### src/hdl/sarcf_params.svh
`ifndef SARCF_PARAMS_SVH
`define SARCF_PARAMS_SVH

// ----------------------------------------------------------------------
// Register offsets (special-function-register addresses)
// ----------------------------------------------------------------------
`define SARCF_OFS_CONFIG   8'hBC
`define SARCF_OFS_RES_LO   8'hBD
`define SARCF_OFS_RES_HI   8'hBE

// ----------------------------------------------------------------------
// Configuration field positions
// ----------------------------------------------------------------------
`define SARCF_DIV_MSB      7
`define SARCF_DIV_LSB      3
`define SARCF_JUSTIFY_BIT  2
`define SARCF_RES_BIT      1
`define SARCF_GAIN_BIT     0

// ----------------------------------------------------------------------
// Reset values
// ----------------------------------------------------------------------
`define SARCF_CONFIG_RST   8'hF8
`define SARCF_RESULT_RST   8'h00

// ----------------------------------------------------------------------
// Timing counts, in conversion-clock cycles
// ----------------------------------------------------------------------
`define SARCF_CYC_10BIT    4'hA
`define SARCF_CYC_8BIT     4'h8

`endif

### src/hdl/sarcf_pkg.sv
package sarcf_pkg;

	// Configuration register layout
	typedef struct packed {
		logic [4:0] clock_divider;
		logic       justify_select;
		logic       resolution_select;
		logic       gain_select;
	} sarcf_config_t;

	// Formatted result pair
	typedef struct packed {
		logic [7:0] high_byte;
		logic [7:0] low_byte;
	} sarcf_result_t;

	// Special-function-register access strobe group
	typedef struct packed {
		logic       wr_en;
		logic       rd_en;
		logic [7:0] addr;
		logic [7:0] wdata;
	} sarcf_sfr_req_t;

	// Conversion sequencer states, Gray ordered
	typedef enum logic [1:0] {
		SARCF_IDLE    = 2'b00,
		SARCF_CONVERT = 2'b01,
		SARCF_FINISH  = 2'b11
	} sarcf_state_t;

endpackage : sarcf_pkg

### src/hdl/sarcf_clock_divider.sv
`timescale 1ns/1ps

// Conversion clock enable: one pulse every (divider + 1) system clocks
module sarcf_clock_divider #(
	parameter int DIV_W = 5
) (
	// Clock and reset
	input  wire logic             sys_clk,
	input  wire logic             reset_n,
	// Control
	input  wire logic             run,
	input  wire logic [DIV_W-1:0] divider,
	// Enable out
	output logic                  conv_clk_en
);

	logic [DIV_W-1:0] count_r;

	// ------------------------------------------------------------------
	// Divider counter
	// ------------------------------------------------------------------
	// Restarts when idle so each conversion begins with a full period
	always_ff @(posedge sys_clk or negedge reset_n) begin
		if (!reset_n) begin
			count_r <= '0;
		end else if (!run || count_r == divider) begin
			count_r <= '0;
		end else begin
			count_r <= count_r + 1'b1;
		end
	end

	// Pulse on terminal count gives rate system_clock/(divider+1)
	assign conv_clk_en = run && (count_r == divider);

endmodule : sarcf_clock_divider

### src/hdl/sarcf_core.sv
`timescale 1ns/1ps
`include "sarcf_params.svh"

// Notes on behaviour
// - Conversion clock equals system clock over divider+1
// - Justify bit picks right or left placement
// - Justify bit ignored in 8-bit resolution
// - Resolution bit: 0 ten-bit, 1 eight-bit
// - Gain bit: 0 half gain, 1 unity
// - Right justified: high byte zeros, two MSBs
// - Left justified: high byte holds eight MSBs
// - Eight-bit mode: high byte holds whole result
// - Right justified: low byte holds eight LSBs
// - Left justified: low bits 7:6 LSBs, rest zero
// - Eight-bit mode: low byte reads zero
// - Result bytes load at conversion end
// - Eight-bit conversion two conversion clocks shorter
module sarcf_core #(
	parameter int CODE_W = 10,
	parameter int DIV_W  = 5
) (
	// Clock and reset
	input  wire logic                  sys_clk,
	input  wire logic                  reset_n,
	// Special-function-register access
	input  sarcf_pkg::sarcf_sfr_req_t  sfr_req,
	output logic [7:0]                 sfr_rdata,
	output logic                       sfr_hit,
	// Converter core side
	input  wire logic                  conv_start,
	input  wire logic [CODE_W-1:0]     conv_code,
	output logic                       conv_clk_en,
	output logic                       conv_busy,
	output logic                       conv_done,
	output logic                       gain_unity,
	output logic                       eight_bit_active
);

	// ------------------------------------------------------------------
	// Declarations
	// ------------------------------------------------------------------
	sarcf_pkg::sarcf_config_t config_r;
	sarcf_pkg::sarcf_config_t job_cfg_r;
	sarcf_pkg::sarcf_state_t  state_r;
	logic [7:0]               result_hi_r;
	logic [7:0]               result_lo_r;
	logic [3:0]               bit_cnt_r;
	logic [7:0]               rdata_r;
	logic                     done_r;
	logic                     run;
	logic                     last_bit;
	logic                     wr_cfg;
	logic                     wr_lo;
	logic                     wr_hi;
	sarcf_pkg::sarcf_result_t fmt;

	// Map a finished code into the two result bytes
	function automatic sarcf_pkg::sarcf_result_t format_code(
		input logic [CODE_W-1:0] code,
		input logic              justify,
		input logic              eight_bit
	);
		sarcf_pkg::sarcf_result_t r;
		r = '0;
		if (eight_bit) begin
			r.high_byte = code[CODE_W-1 -: 8];
			r.low_byte  = 8'h00;
		end else if (justify) begin
			r.high_byte = code[CODE_W-1 -: 8];
			r.low_byte  = {code[1:0], 6'h00};
		end else begin
			r.high_byte = {6'h00, code[CODE_W-1 -: 2]};
			r.low_byte  = code[7:0];
		end
		return r;
	endfunction : format_code

	// Address decode shared by write and read paths
	function automatic logic addr_is(input logic [7:0] a, input logic [7:0] ofs);
		return a == ofs;
	endfunction : addr_is

	// ------------------------------------------------------------------
	// Register writes
	// ------------------------------------------------------------------
	assign wr_cfg = sfr_req.wr_en && addr_is(sfr_req.addr, `SARCF_OFS_CONFIG);
	assign wr_lo  = sfr_req.wr_en && addr_is(sfr_req.addr, `SARCF_OFS_RES_LO);
	assign wr_hi  = sfr_req.wr_en && addr_is(sfr_req.addr, `SARCF_OFS_RES_HI);

	// Configuration register; fields packed in documented bit order
	always_ff @(posedge sys_clk or negedge reset_n) begin
		if (!reset_n) begin
			config_r <= sarcf_pkg::sarcf_config_t'(`SARCF_CONFIG_RST);
		end else if (wr_cfg) begin
			config_r <= sarcf_pkg::sarcf_config_t'(sfr_req.wdata);
		end
	end

	// ------------------------------------------------------------------
	// Conversion sequencer
	// ------------------------------------------------------------------
	// Snapshot of settings taken at start; later divider, justify and resolution writes wait for next job
	always_ff @(posedge sys_clk or negedge reset_n) begin
		if (!reset_n) begin
			job_cfg_r <= sarcf_pkg::sarcf_config_t'(`SARCF_CONFIG_RST);
		end else if (state_r == sarcf_pkg::SARCF_IDLE && conv_start) begin
			job_cfg_r <= config_r;
		end
	end

	assign run      = (state_r == sarcf_pkg::SARCF_CONVERT);
	// Eight-bit jobs stop two conversion clocks early
	assign last_bit = job_cfg_r.resolution_select ?
		(bit_cnt_r == `SARCF_CYC_8BIT) : (bit_cnt_r == `SARCF_CYC_10BIT);

	// State register; a start while busy is ignored
	always_ff @(posedge sys_clk or negedge reset_n) begin
		if (!reset_n) begin
			state_r <= sarcf_pkg::SARCF_IDLE;
		end else begin
			unique case (state_r)
				sarcf_pkg::SARCF_IDLE: begin
					if (conv_start) begin
						state_r <= sarcf_pkg::SARCF_CONVERT;
					end
				end
				sarcf_pkg::SARCF_CONVERT: begin
					if (conv_clk_en && last_bit) begin
						state_r <= sarcf_pkg::SARCF_FINISH;
					end
				end
				sarcf_pkg::SARCF_FINISH: begin
					state_r <= sarcf_pkg::SARCF_IDLE;
				end
				default: begin
					state_r <= sarcf_pkg::SARCF_IDLE;
				end
			endcase
		end
	end

	// Bit counter advances on each conversion-clock enable
	always_ff @(posedge sys_clk or negedge reset_n) begin
		if (!reset_n) begin
			bit_cnt_r <= 4'h1;
		end else if (!run) begin
			bit_cnt_r <= 4'h1;
		end else if (conv_clk_en) begin
			bit_cnt_r <= bit_cnt_r + 4'h1;
		end
	end

	sarcf_clock_divider #(
		.DIV_W (DIV_W)
	) u_div (
		.sys_clk     (sys_clk),
		.reset_n     (reset_n),
		.run         (run),
		.divider     (job_cfg_r.clock_divider),
		.conv_clk_en (conv_clk_en)
	);

	// ------------------------------------------------------------------
	// Result bytes
	// ------------------------------------------------------------------
	// Format uses the snapshot; justify is dropped when eight-bit is set
	assign fmt = format_code(conv_code, job_cfg_r.justify_select,
		job_cfg_r.resolution_select);

	// Hardware load wins over a same-cycle software write
	always_ff @(posedge sys_clk or negedge reset_n) begin
		if (!reset_n) begin
			result_hi_r <= `SARCF_RESULT_RST;
			result_lo_r <= `SARCF_RESULT_RST;
		end else if (state_r == sarcf_pkg::SARCF_FINISH) begin
			result_hi_r <= fmt.high_byte;
			result_lo_r <= fmt.low_byte;
		end else begin
			if (wr_hi) begin
				result_hi_r <= sfr_req.wdata;
			end
			if (wr_lo) begin
				result_lo_r <= sfr_req.wdata;
			end
		end
	end

	// Completion pulse, raised at the same edge that loads the bytes
	always_ff @(posedge sys_clk or negedge reset_n) begin
		if (!reset_n) begin
			done_r <= 1'b0;
		end else begin
			done_r <= (state_r == sarcf_pkg::SARCF_FINISH);
		end
	end

	// ------------------------------------------------------------------
	// Read path
	// ------------------------------------------------------------------
	// Registered read data; unmapped addresses read zero
	always_ff @(posedge sys_clk or negedge reset_n) begin
		if (!reset_n) begin
			rdata_r <= 8'h00;
		end else if (sfr_req.rd_en) begin
			if (addr_is(sfr_req.addr, `SARCF_OFS_CONFIG)) begin
				rdata_r <= config_r;
			end else if (addr_is(sfr_req.addr, `SARCF_OFS_RES_LO)) begin
				rdata_r <= result_lo_r;
			end else if (addr_is(sfr_req.addr, `SARCF_OFS_RES_HI)) begin
				rdata_r <= result_hi_r;
			end else begin
				rdata_r <= 8'h00;
			end
		end
	end

	// ------------------------------------------------------------------
	// Outputs
	// ------------------------------------------------------------------
	assign sfr_rdata        = rdata_r;
	assign sfr_hit          = addr_is(sfr_req.addr, `SARCF_OFS_CONFIG) ||
		addr_is(sfr_req.addr, `SARCF_OFS_RES_LO) || addr_is(sfr_req.addr, `SARCF_OFS_RES_HI);
	assign conv_busy        = (state_r != sarcf_pkg::SARCF_IDLE);
	assign conv_done        = done_r;
	// Gain follows the live bit; the analog stage settles while tracking
	assign gain_unity       = config_r.gain_select;
	assign eight_bit_active = job_cfg_r.resolution_select;

endmodule : sarcf_core

### config.mk
export PLATFORM = sky130hd
export DESIGN_NAME = sarcf_core
export DESIGN_NICKNAME = d
export VERILOG_FILES = /design/src/hdl/sarcf_pkg.sv /design/src/hdl/sarcf_clock_divider.sv /design/src/hdl/sarcf_core.sv
export VERILOG_INCLUDE_DIRS = /design/src /design/src/hdl
export SDC_FILE = /design/constraint.sdc
export NUM_CORES = 1
export LEC_CHECK = 0
export ABC_CLOCK_PERIOD_IN_PS = 4300
export BUFFER_PORTS_ARGS = -buffer_cell sky130_fd_sc_hd__buf_2
export CORE_UTILIZATION = 58
export CTS_CLUSTER_SIZE = 24
export DETAILED_ROUTE_END_ITERATION = 16
export PLACE_DENSITY = 0.8
export SLEW_MARGIN = 10
export SYNTH_ARGS = -nofsm -noshare
export SYNTH_HDL_FRONTEND = slang
export SYNTH_SLANG_ARGS = --single-unit
### constraint.sdc
create_clock -name sys_clk -period 4.3 [get_ports sys_clk]
set_input_delay 0.43 -clock sys_clk [delete_from_list [all_inputs] [get_ports sys_clk]]
set_output_delay 0.43 -clock sys_clk [all_outputs]
set_load 0.02 [all_outputs]
==> results of run 1 <==
==> worst max-delay path, stage by stage (launching register included) <==
cell,delay [ps]
sky130_fd_sc_hd__dfstp_2,550
sky130_fd_sc_hd__xnor2_1,140
sky130_fd_sc_hd__and3_1,250
sky130_fd_sc_hd__nand2_1,120
sky130_fd_sc_hd__nor2_1,90
sky130_fd_sc_hd__buf_2,170
==> cell type report <==
cell class | instances | area [um2]
clock inverters | 3 | 25.02
multi-input cells | 167 | 1169
flip-flops and latches | 51 | 1290
fillers | 312 | 1206
clock buffers | 5 | 68.82
well taps | 50 | 62.56
inverters | 10 | 37.54
repair buffers | 45 | 227.7
==> how the worst max path moves through the flow <==
stage                       from          end  depth (start not counted)
floorplan            sfr_req[14]  config_r[1]                          4
global placement     sfr_req[14]  config_r[2]                          5
detailed placement   sfr_req[14]  config_r[2]                          5
CTS                 job_cfg_r[6]  conv_clk_en                          5
global route        job_cfg_r[7]  conv_clk_en                          5
finish              job_cfg_r[6]  conv_clk_en                          5
==> state kept, by name, summed over array words and instances (netlist names) <==
signal,cells
bit_cnt_r,4
config_r,7
conv_done,1
eight_bit_active,1
gain_unity,1
job_cfg_r,6
result_hi_r,8
result_lo_r,8
sfr_rdata,8
state_r,2
u_div.count_r,5
==> logic make-up after synthesis <==
family                   count (synthesis)
multiplexers                            41
AO/OA/AOI/OAI                           51
XOR/XNOR                                 9
adder cells (fa/ha/maj)                  2
AND/OR/NAND/NOR                         64
buffers and inverters                   19
flip-flops                              51
==> where the power goes <==
part | leakage [nW] | total [mW] | internal, mW | switching (mW)
sequential | 0.624 | 0.712 | 0.617 | 0.0951
combinational | 0.651 | 0.504 | 0.212 | 0.292
clock | 0.0443 | 0.282 | 0.117 | 0.165
==> cells in the mapped netlist, drive strengths merged <==
| master | number |
|---|---|
| nor3 | 7 |
| mux2i | 26 |
| nor4 | 1 |
| nand2b | 1 |
| mux2 | 15 |
| o211ai | 1 |
| nand2 | 12 |
| inv | 10 |
| dfrtp | 40 |
| ha | 2 |
| nand3 | 6 |
| a21oi | 38 |
| o22ai | 8 |
| and2 | 1 |
| dfstp | 11 |
| and3 | 5 |
| a31o | 1 |
| nand3b | 2 |
| nor2b | 2 |
| clkbuf | 6 |
| xnor2 | 6 |
| or2 | 3 |
| a31oi | 1 |
| xor2 | 3 |
| nor2 | 21 |
| buf | 3 |
| or4 | 1 |
| o21ai | 2 |
| nor4b | 1 |
| nand4b | 1 |
==> metrics by stage <==
step                util, %  instance area, um2  total power, mW  hold WS (ps)  setup WS (ps)
detailed placement    68.19                2786            1.217         482.7           2155
CTS                   70.48                2880            1.498         243.0           2233
floorplan                 -                2531            1.067         134.4           2472
global route          70.48                2880            1.602         273.3           2154
finish                70.48                2880            1.498         212.0           2243
global placement      68.19                2786            1.189         468.7           2204
==> metal layers <==
layer	vias to the layer above	share of wire (%)	GRT usage [%]
met5	-	0	0
met4	0	1.3	7.031
met3	9	5.2	5.833
met2	56	46	38.11
met1	925	48	36.63
li1	921	-	-
==> impl_results.md, run 1 <==
- RSZ-0062 raised after global routing: no
- Antenna violations before repair: 0
- Post-synthesis adder-cell area fraction: 0.9886%
- Detailed-router iteration count before antenna repair: 6
- Period minus WS final: 2057 ps
- Via total after detailed routing: 1911
- Most frequent cells in the layout: sky130_fd_sc_hd__buf_2 (44), sky130_fd_sc_hd__dfrtp_1 (40), sky130_fd_sc_hd__a21oi_1 (38)
- TritonCTS sink count: 51
- Total negative slack for setup checks: 0 ps
- Synth warnings: 0
- Number of levels in the clock H-tree: 2
- Number of synthesized register bits: 51
- Antenna diodes: 0
- Layout cells sized above 1: 30.96%
- Data arrival at the endpoint of the critical path: 1630 ps
- Number of clock buffers inserted by TritonCTS: 5
- Worst r2r src: state_r[0]
- Longest Clk Path Bufs: 2
- Via count normalized by instance count: 5.773
- Register-to-register path setup slack: 2550 ps
- Critical path endpoint category: output port
- Post-detail-place hpwl: 3802 um
- Final Skew: 11.12 ps
- CTS Root Cell: sky130_fd_sc_hd__clkbuf_8
- Worst-case reg-to-reg path depth: 3
- Yosys top cell area share: 39.55%
- End of the worst register-to-register path: eight_bit_active
- Cell leakage power: 1.320 nW
- Category of the most critical setup path: reg2out
- Die width: 68.06 um
- Max Slew Vio Count: 0
- Antenna Violating Nets Remaining: 0
- Clock tree from TritonCTS: done
- Achievable frequency: 486.1 MHz
- Instance count after placement with tap cells included: 323
- Post-synthesis cell area: 0.002531 mm2
- Portion of netlist area occupied by mux cells: 16.96%
- Total number of placement rows: 23
- Post-route fraction of the period consumed by the critical path: 47.84%
- Count of hold buffers inserted by post-cts repair: 0
- Most common cell after layout, fill and taps aside: sky130_fd_sc_hd__buf_2
- Hold crit path type: in2async
- Number of setup buffers added after CTS: 0
- Routed wirelength normalized by instance count: 16.03 um
- Synth Area in Compound Gates: 10.78%
- Simple-gate portion of the synthesized area: 14.34%
- First-pass GRT wire length: 8487 um
- Synthesis-to-layout area growth: 13.79%
- Ports: 45
- Number of failing setup endpoints in the final timing report: 0
- Status: finished clean
- Total power density per cell area: 520.0 mW/mm2
- Required time worst endpoint: 3870 ps
- Worst slew margin relative to its limit: 36.81%
- Die ar.: 0.004632 mm2
- RD Place Congestion: 0.8068
- Vertical die dimension: 68.06 um
- Crit path launch type: register
- Clock transition time at the flip-flop clock pins of the worst setup and hold paths: 100 ps
- Total Routed Length: 5307 um
- Final net count: 313
- Actual transition at the worst max-transition pin: 945.5 ps
- Sequential-to-total area share from yosys stat: 50.96%
- Total DRC errors in the routed layout: 0
- Max cap viols: 0
- Gates resized, CTS repair: 0
- Synthesized area divided by synthesized cell count: 10.68 um2
- Initial Util: 61.94%
- Fin. Hold Viols: 0
- Via count of the first global-routing pass: 1768
- Gate count after technology mapping: 237
- VDD IR-drop max: 401.8 uV
- Critical path peak fanout: 3
- Count of input and output buffers: 44
- Post-synthesis xor/xnor area fraction: 3.114%
- Main combinational cell family by area after synthesis: multiplexers
- Largest net degree at the start of global routing: 52
- Area of the placeable core: 0.004086 mm2
- Insertion delay to the later sink of the worst-skew pair: 310 ps
- Most area-hungry cell type in the Yosys netlist: sky130_fd_sc_hd__dfrtp_1
- Number of unique standard cell types used by synthesis: 33
- Final instance count without filler cells: 331
- Global Route Usage Sum: 25.40%
- Global route overflow: 0
- Cell types occupying the most area after synthesis: sky130_fd_sc_hd__dfrtp_1 (40%), sky130_fd_sc_hd__dfstp_2 (11%), sky130_fd_sc_hd__mux2i_1 (10%)
- Syn Nets: 270
- Violation count after the first detailed-routing iteration: 102
No activity file was read; power rests on OpenSTA's default activity.
==> inputs of run 2 (changes only) <==
- ABC_CLOCK_PERIOD_IN_PS: 4300 -> 1900
- CORE_UTILIZATION: 58 -> 55
- PLACE_DENSITY: 0.8 -> 0.77
- clock period: 4.3 -> 1.9 ns (I/O delays scaled with it)
==> impl_results.md, run 2 (same netlist as run 1, synthesis figures left out) <==
- Layout cells sized above 1: 32.18% (+1.2 points)
- Insertion delay to the later sink of the worst-skew pair: 300 ps (about the same)
- Post-placement worst setup slack: 208.9 ps (-1946 ps)
- Ports: 45 (unchanged)
- Largest net degree at the start of global routing: 32 (-38%)
- Antenna violations before repair: 0 (unchanged)
- Total DRC errors in the routed layout: 0 (unchanged)
- Cell leakage power: 1.371 nW (+3.9%)
- Die ar.: 0.004878 mm2 (+5.3%)
- Post-route fraction of the period consumed by the critical path: 93.49%
- Clock transition time at the flip-flop clock pins of the worst setup and hold paths: 80 ps (-20 ps)
- Critical path peak fanout: 3 (unchanged)
- Most common cell after layout, fill and taps aside: sky130_fd_sc_hd__buf_2
- Vertical die dimension: 69.84 um (+2.6%)
- Total number of placement rows: 24 (+4.3%)
- Final WS setup: 123.7 ps (-2119 ps)
- Clock tree from TritonCTS: done
- Actual transition at the worst max-transition pin: 651.1 ps (-294.4 ps)
- Global Route Usage Sum: 25.09% (-0.31 points)
- VDD IR-drop max: 621.0 uV (+55%)
- Area of the placeable core: 0.004384 mm2 (+7.3%)
- Via total after detailed routing: 1948 (+1.9%)
- Total negative slack for setup checks: 0 ps (unchanged)
- Total power density per cell area: 1161 mW/mm2 (+120%)
- Category of the most critical setup path: reg2out
- Global route overflow: 0 (unchanged)
- Max cap viols: 0 (unchanged)
- Via count of the first global-routing pass: 2022 (+14%)
- Antenna diodes: 0 (unchanged)
- Initial Util: 57.73% (-4.2 points)
- Synthesis-to-layout area growth: 17.10%
- Status: finished clean
- Final net count: 321 (+2.6%)
- Via count normalized by instance count: 5.713 (-1.1%)
- Final Power: 3.442 mW (+130%)
- Hold_ws: 129.4 ps (-82.60 ps)
- Most frequent cells in the layout: sky130_fd_sc_hd__buf_2 (44), sky130_fd_sc_hd__dfrtp_1 (40), sky130_fd_sc_hd__a21oi_1 (38)
- Number of levels in the clock H-tree: 2 (unchanged)
- Detailed-router iteration count before antenna repair: 4 (-2)
- Total Routed Length: 5526 um (+4.1%)
- Routed wirelength normalized by instance count: 16.21 um (+1.1%)
- Longest Clk Path Bufs: 2 (unchanged)
- Count of input and output buffers: 44 (unchanged)
- Violation count after the first detailed-routing iteration: 73 (-28%)
- Total of fill cells in the finished design: 355 (+14%)
- Hold crit path type: in2reg
- Data arrival at the endpoint of the critical path: 1590 ps (-40 ps)
- Die width: 69.84 um (+2.6%)
- Antenna Violating Nets Remaining: 0 (unchanged)
- Required time worst endpoint: 1710 ps (-2160 ps)
- Number of failing setup endpoints in the final timing report: 0 (unchanged)
- Crit path launch type: register
- Worst slew margin relative to its limit: 56.60% (+20 points)
- Period minus WS final: 1776 ps
- CTS Root Cell: sky130_fd_sc_hd__clkbuf_8
- TritonCTS sink count: 51 (unchanged)
- First-pass GRT wire length: 9535 um (+12%)
- RD Place Congestion: 0.8918 (+11%)
- Final Skew: 9.020 ps (-2.102 ps)
- Critical path endpoint category: output port
- Max Slew Vio Count: 0 (unchanged)
- Number of clock buffers inserted by TritonCTS: 5 (unchanged)
- Achievable frequency: 563.0 MHz
- Fin. Hold Viols: 0 (unchanged)
- Share of the core filled with cells in the final layout: 67.61% (-2.9 points)
- Post-detail-place hpwl: 3878 um (+2.0%)
- RSZ-0062 raised after global routing: no
run 2: per-layer routing:
layer | vias up | track usage (%) | wire [um] | share of wire (%)
li1 | 940 | - | - | -
met5 | - | 0 | 0 | 0
met1 | 942 | 34.94 | 2566 | 46
met3 | 4 | 4.942 | 260 | 4.7
met2 | 62 | 40.71 | 2672 | 48
met4 | 0 | 5.778 | 26 | 0.47
run 2: area by class of cell:
class / count / area (um2) / area share, %
clock buffer: 8 / 100.1 / 3.377
tap: 52 / 65.06 / 2.195
multi-input combinational: 167 / 1169 / 39.43
inverter: 10 / 37.54 / 1.266
sequential: 51 / 1290 / 43.52
timing repair buffer: 53 / 302.8 / 10.22
run 2: worst max-delay path: stages, from the launching register on:
cell,delay [ps]
sky130_fd_sc_hd__dfstp_2,550
sky130_fd_sc_hd__xnor2_1,130
sky130_fd_sc_hd__and3_1,240
sky130_fd_sc_hd__nand2_1,110
sky130_fd_sc_hd__nor2_1,90
sky130_fd_sc_hd__buf_2,170
run 2: repair_timing:
item	CTS	global route
gates resized for setup	0	0
hold endpoints to repair	18	0
hold buffers	1	0
setup buffers	0	0
run 2: power breakdown:
part	leakage (nW)	total [mW]	internal, mW	switching [mW]
sequential	0.624	1.61	1.40	0.214
clock	0.0515	0.673	0.333	0.340
combinational	0.695	1.16	0.500	0.658
run 2: final timing paths:
check	cells past startpoint	slack (ps)	to	startpoint
worst max-delay path	5	120	conv_clk_en	job_cfg_r[6]
worst min-delay path	3	130	state_r[0]	conv_start
worst max register to register	4	330	bit_cnt_r[3]	job_cfg_r[6]
worst min register to register	1	510	state_r[0]	state_r[1]
max in group asynchronous	3	820	config_r[7]	reset_n
min in group asynchronous	2	450	sfr_rdata[1]	reset_n
run 2: through the flow:
step / cells / instance area, um2
final: 341 / 2964
after global routing: 341 / 2964
after CTS: 341 / 2964
after detailed placement: 332 / 2854
after global placement: 332 / 2854
after floorplan: 237 / 2531
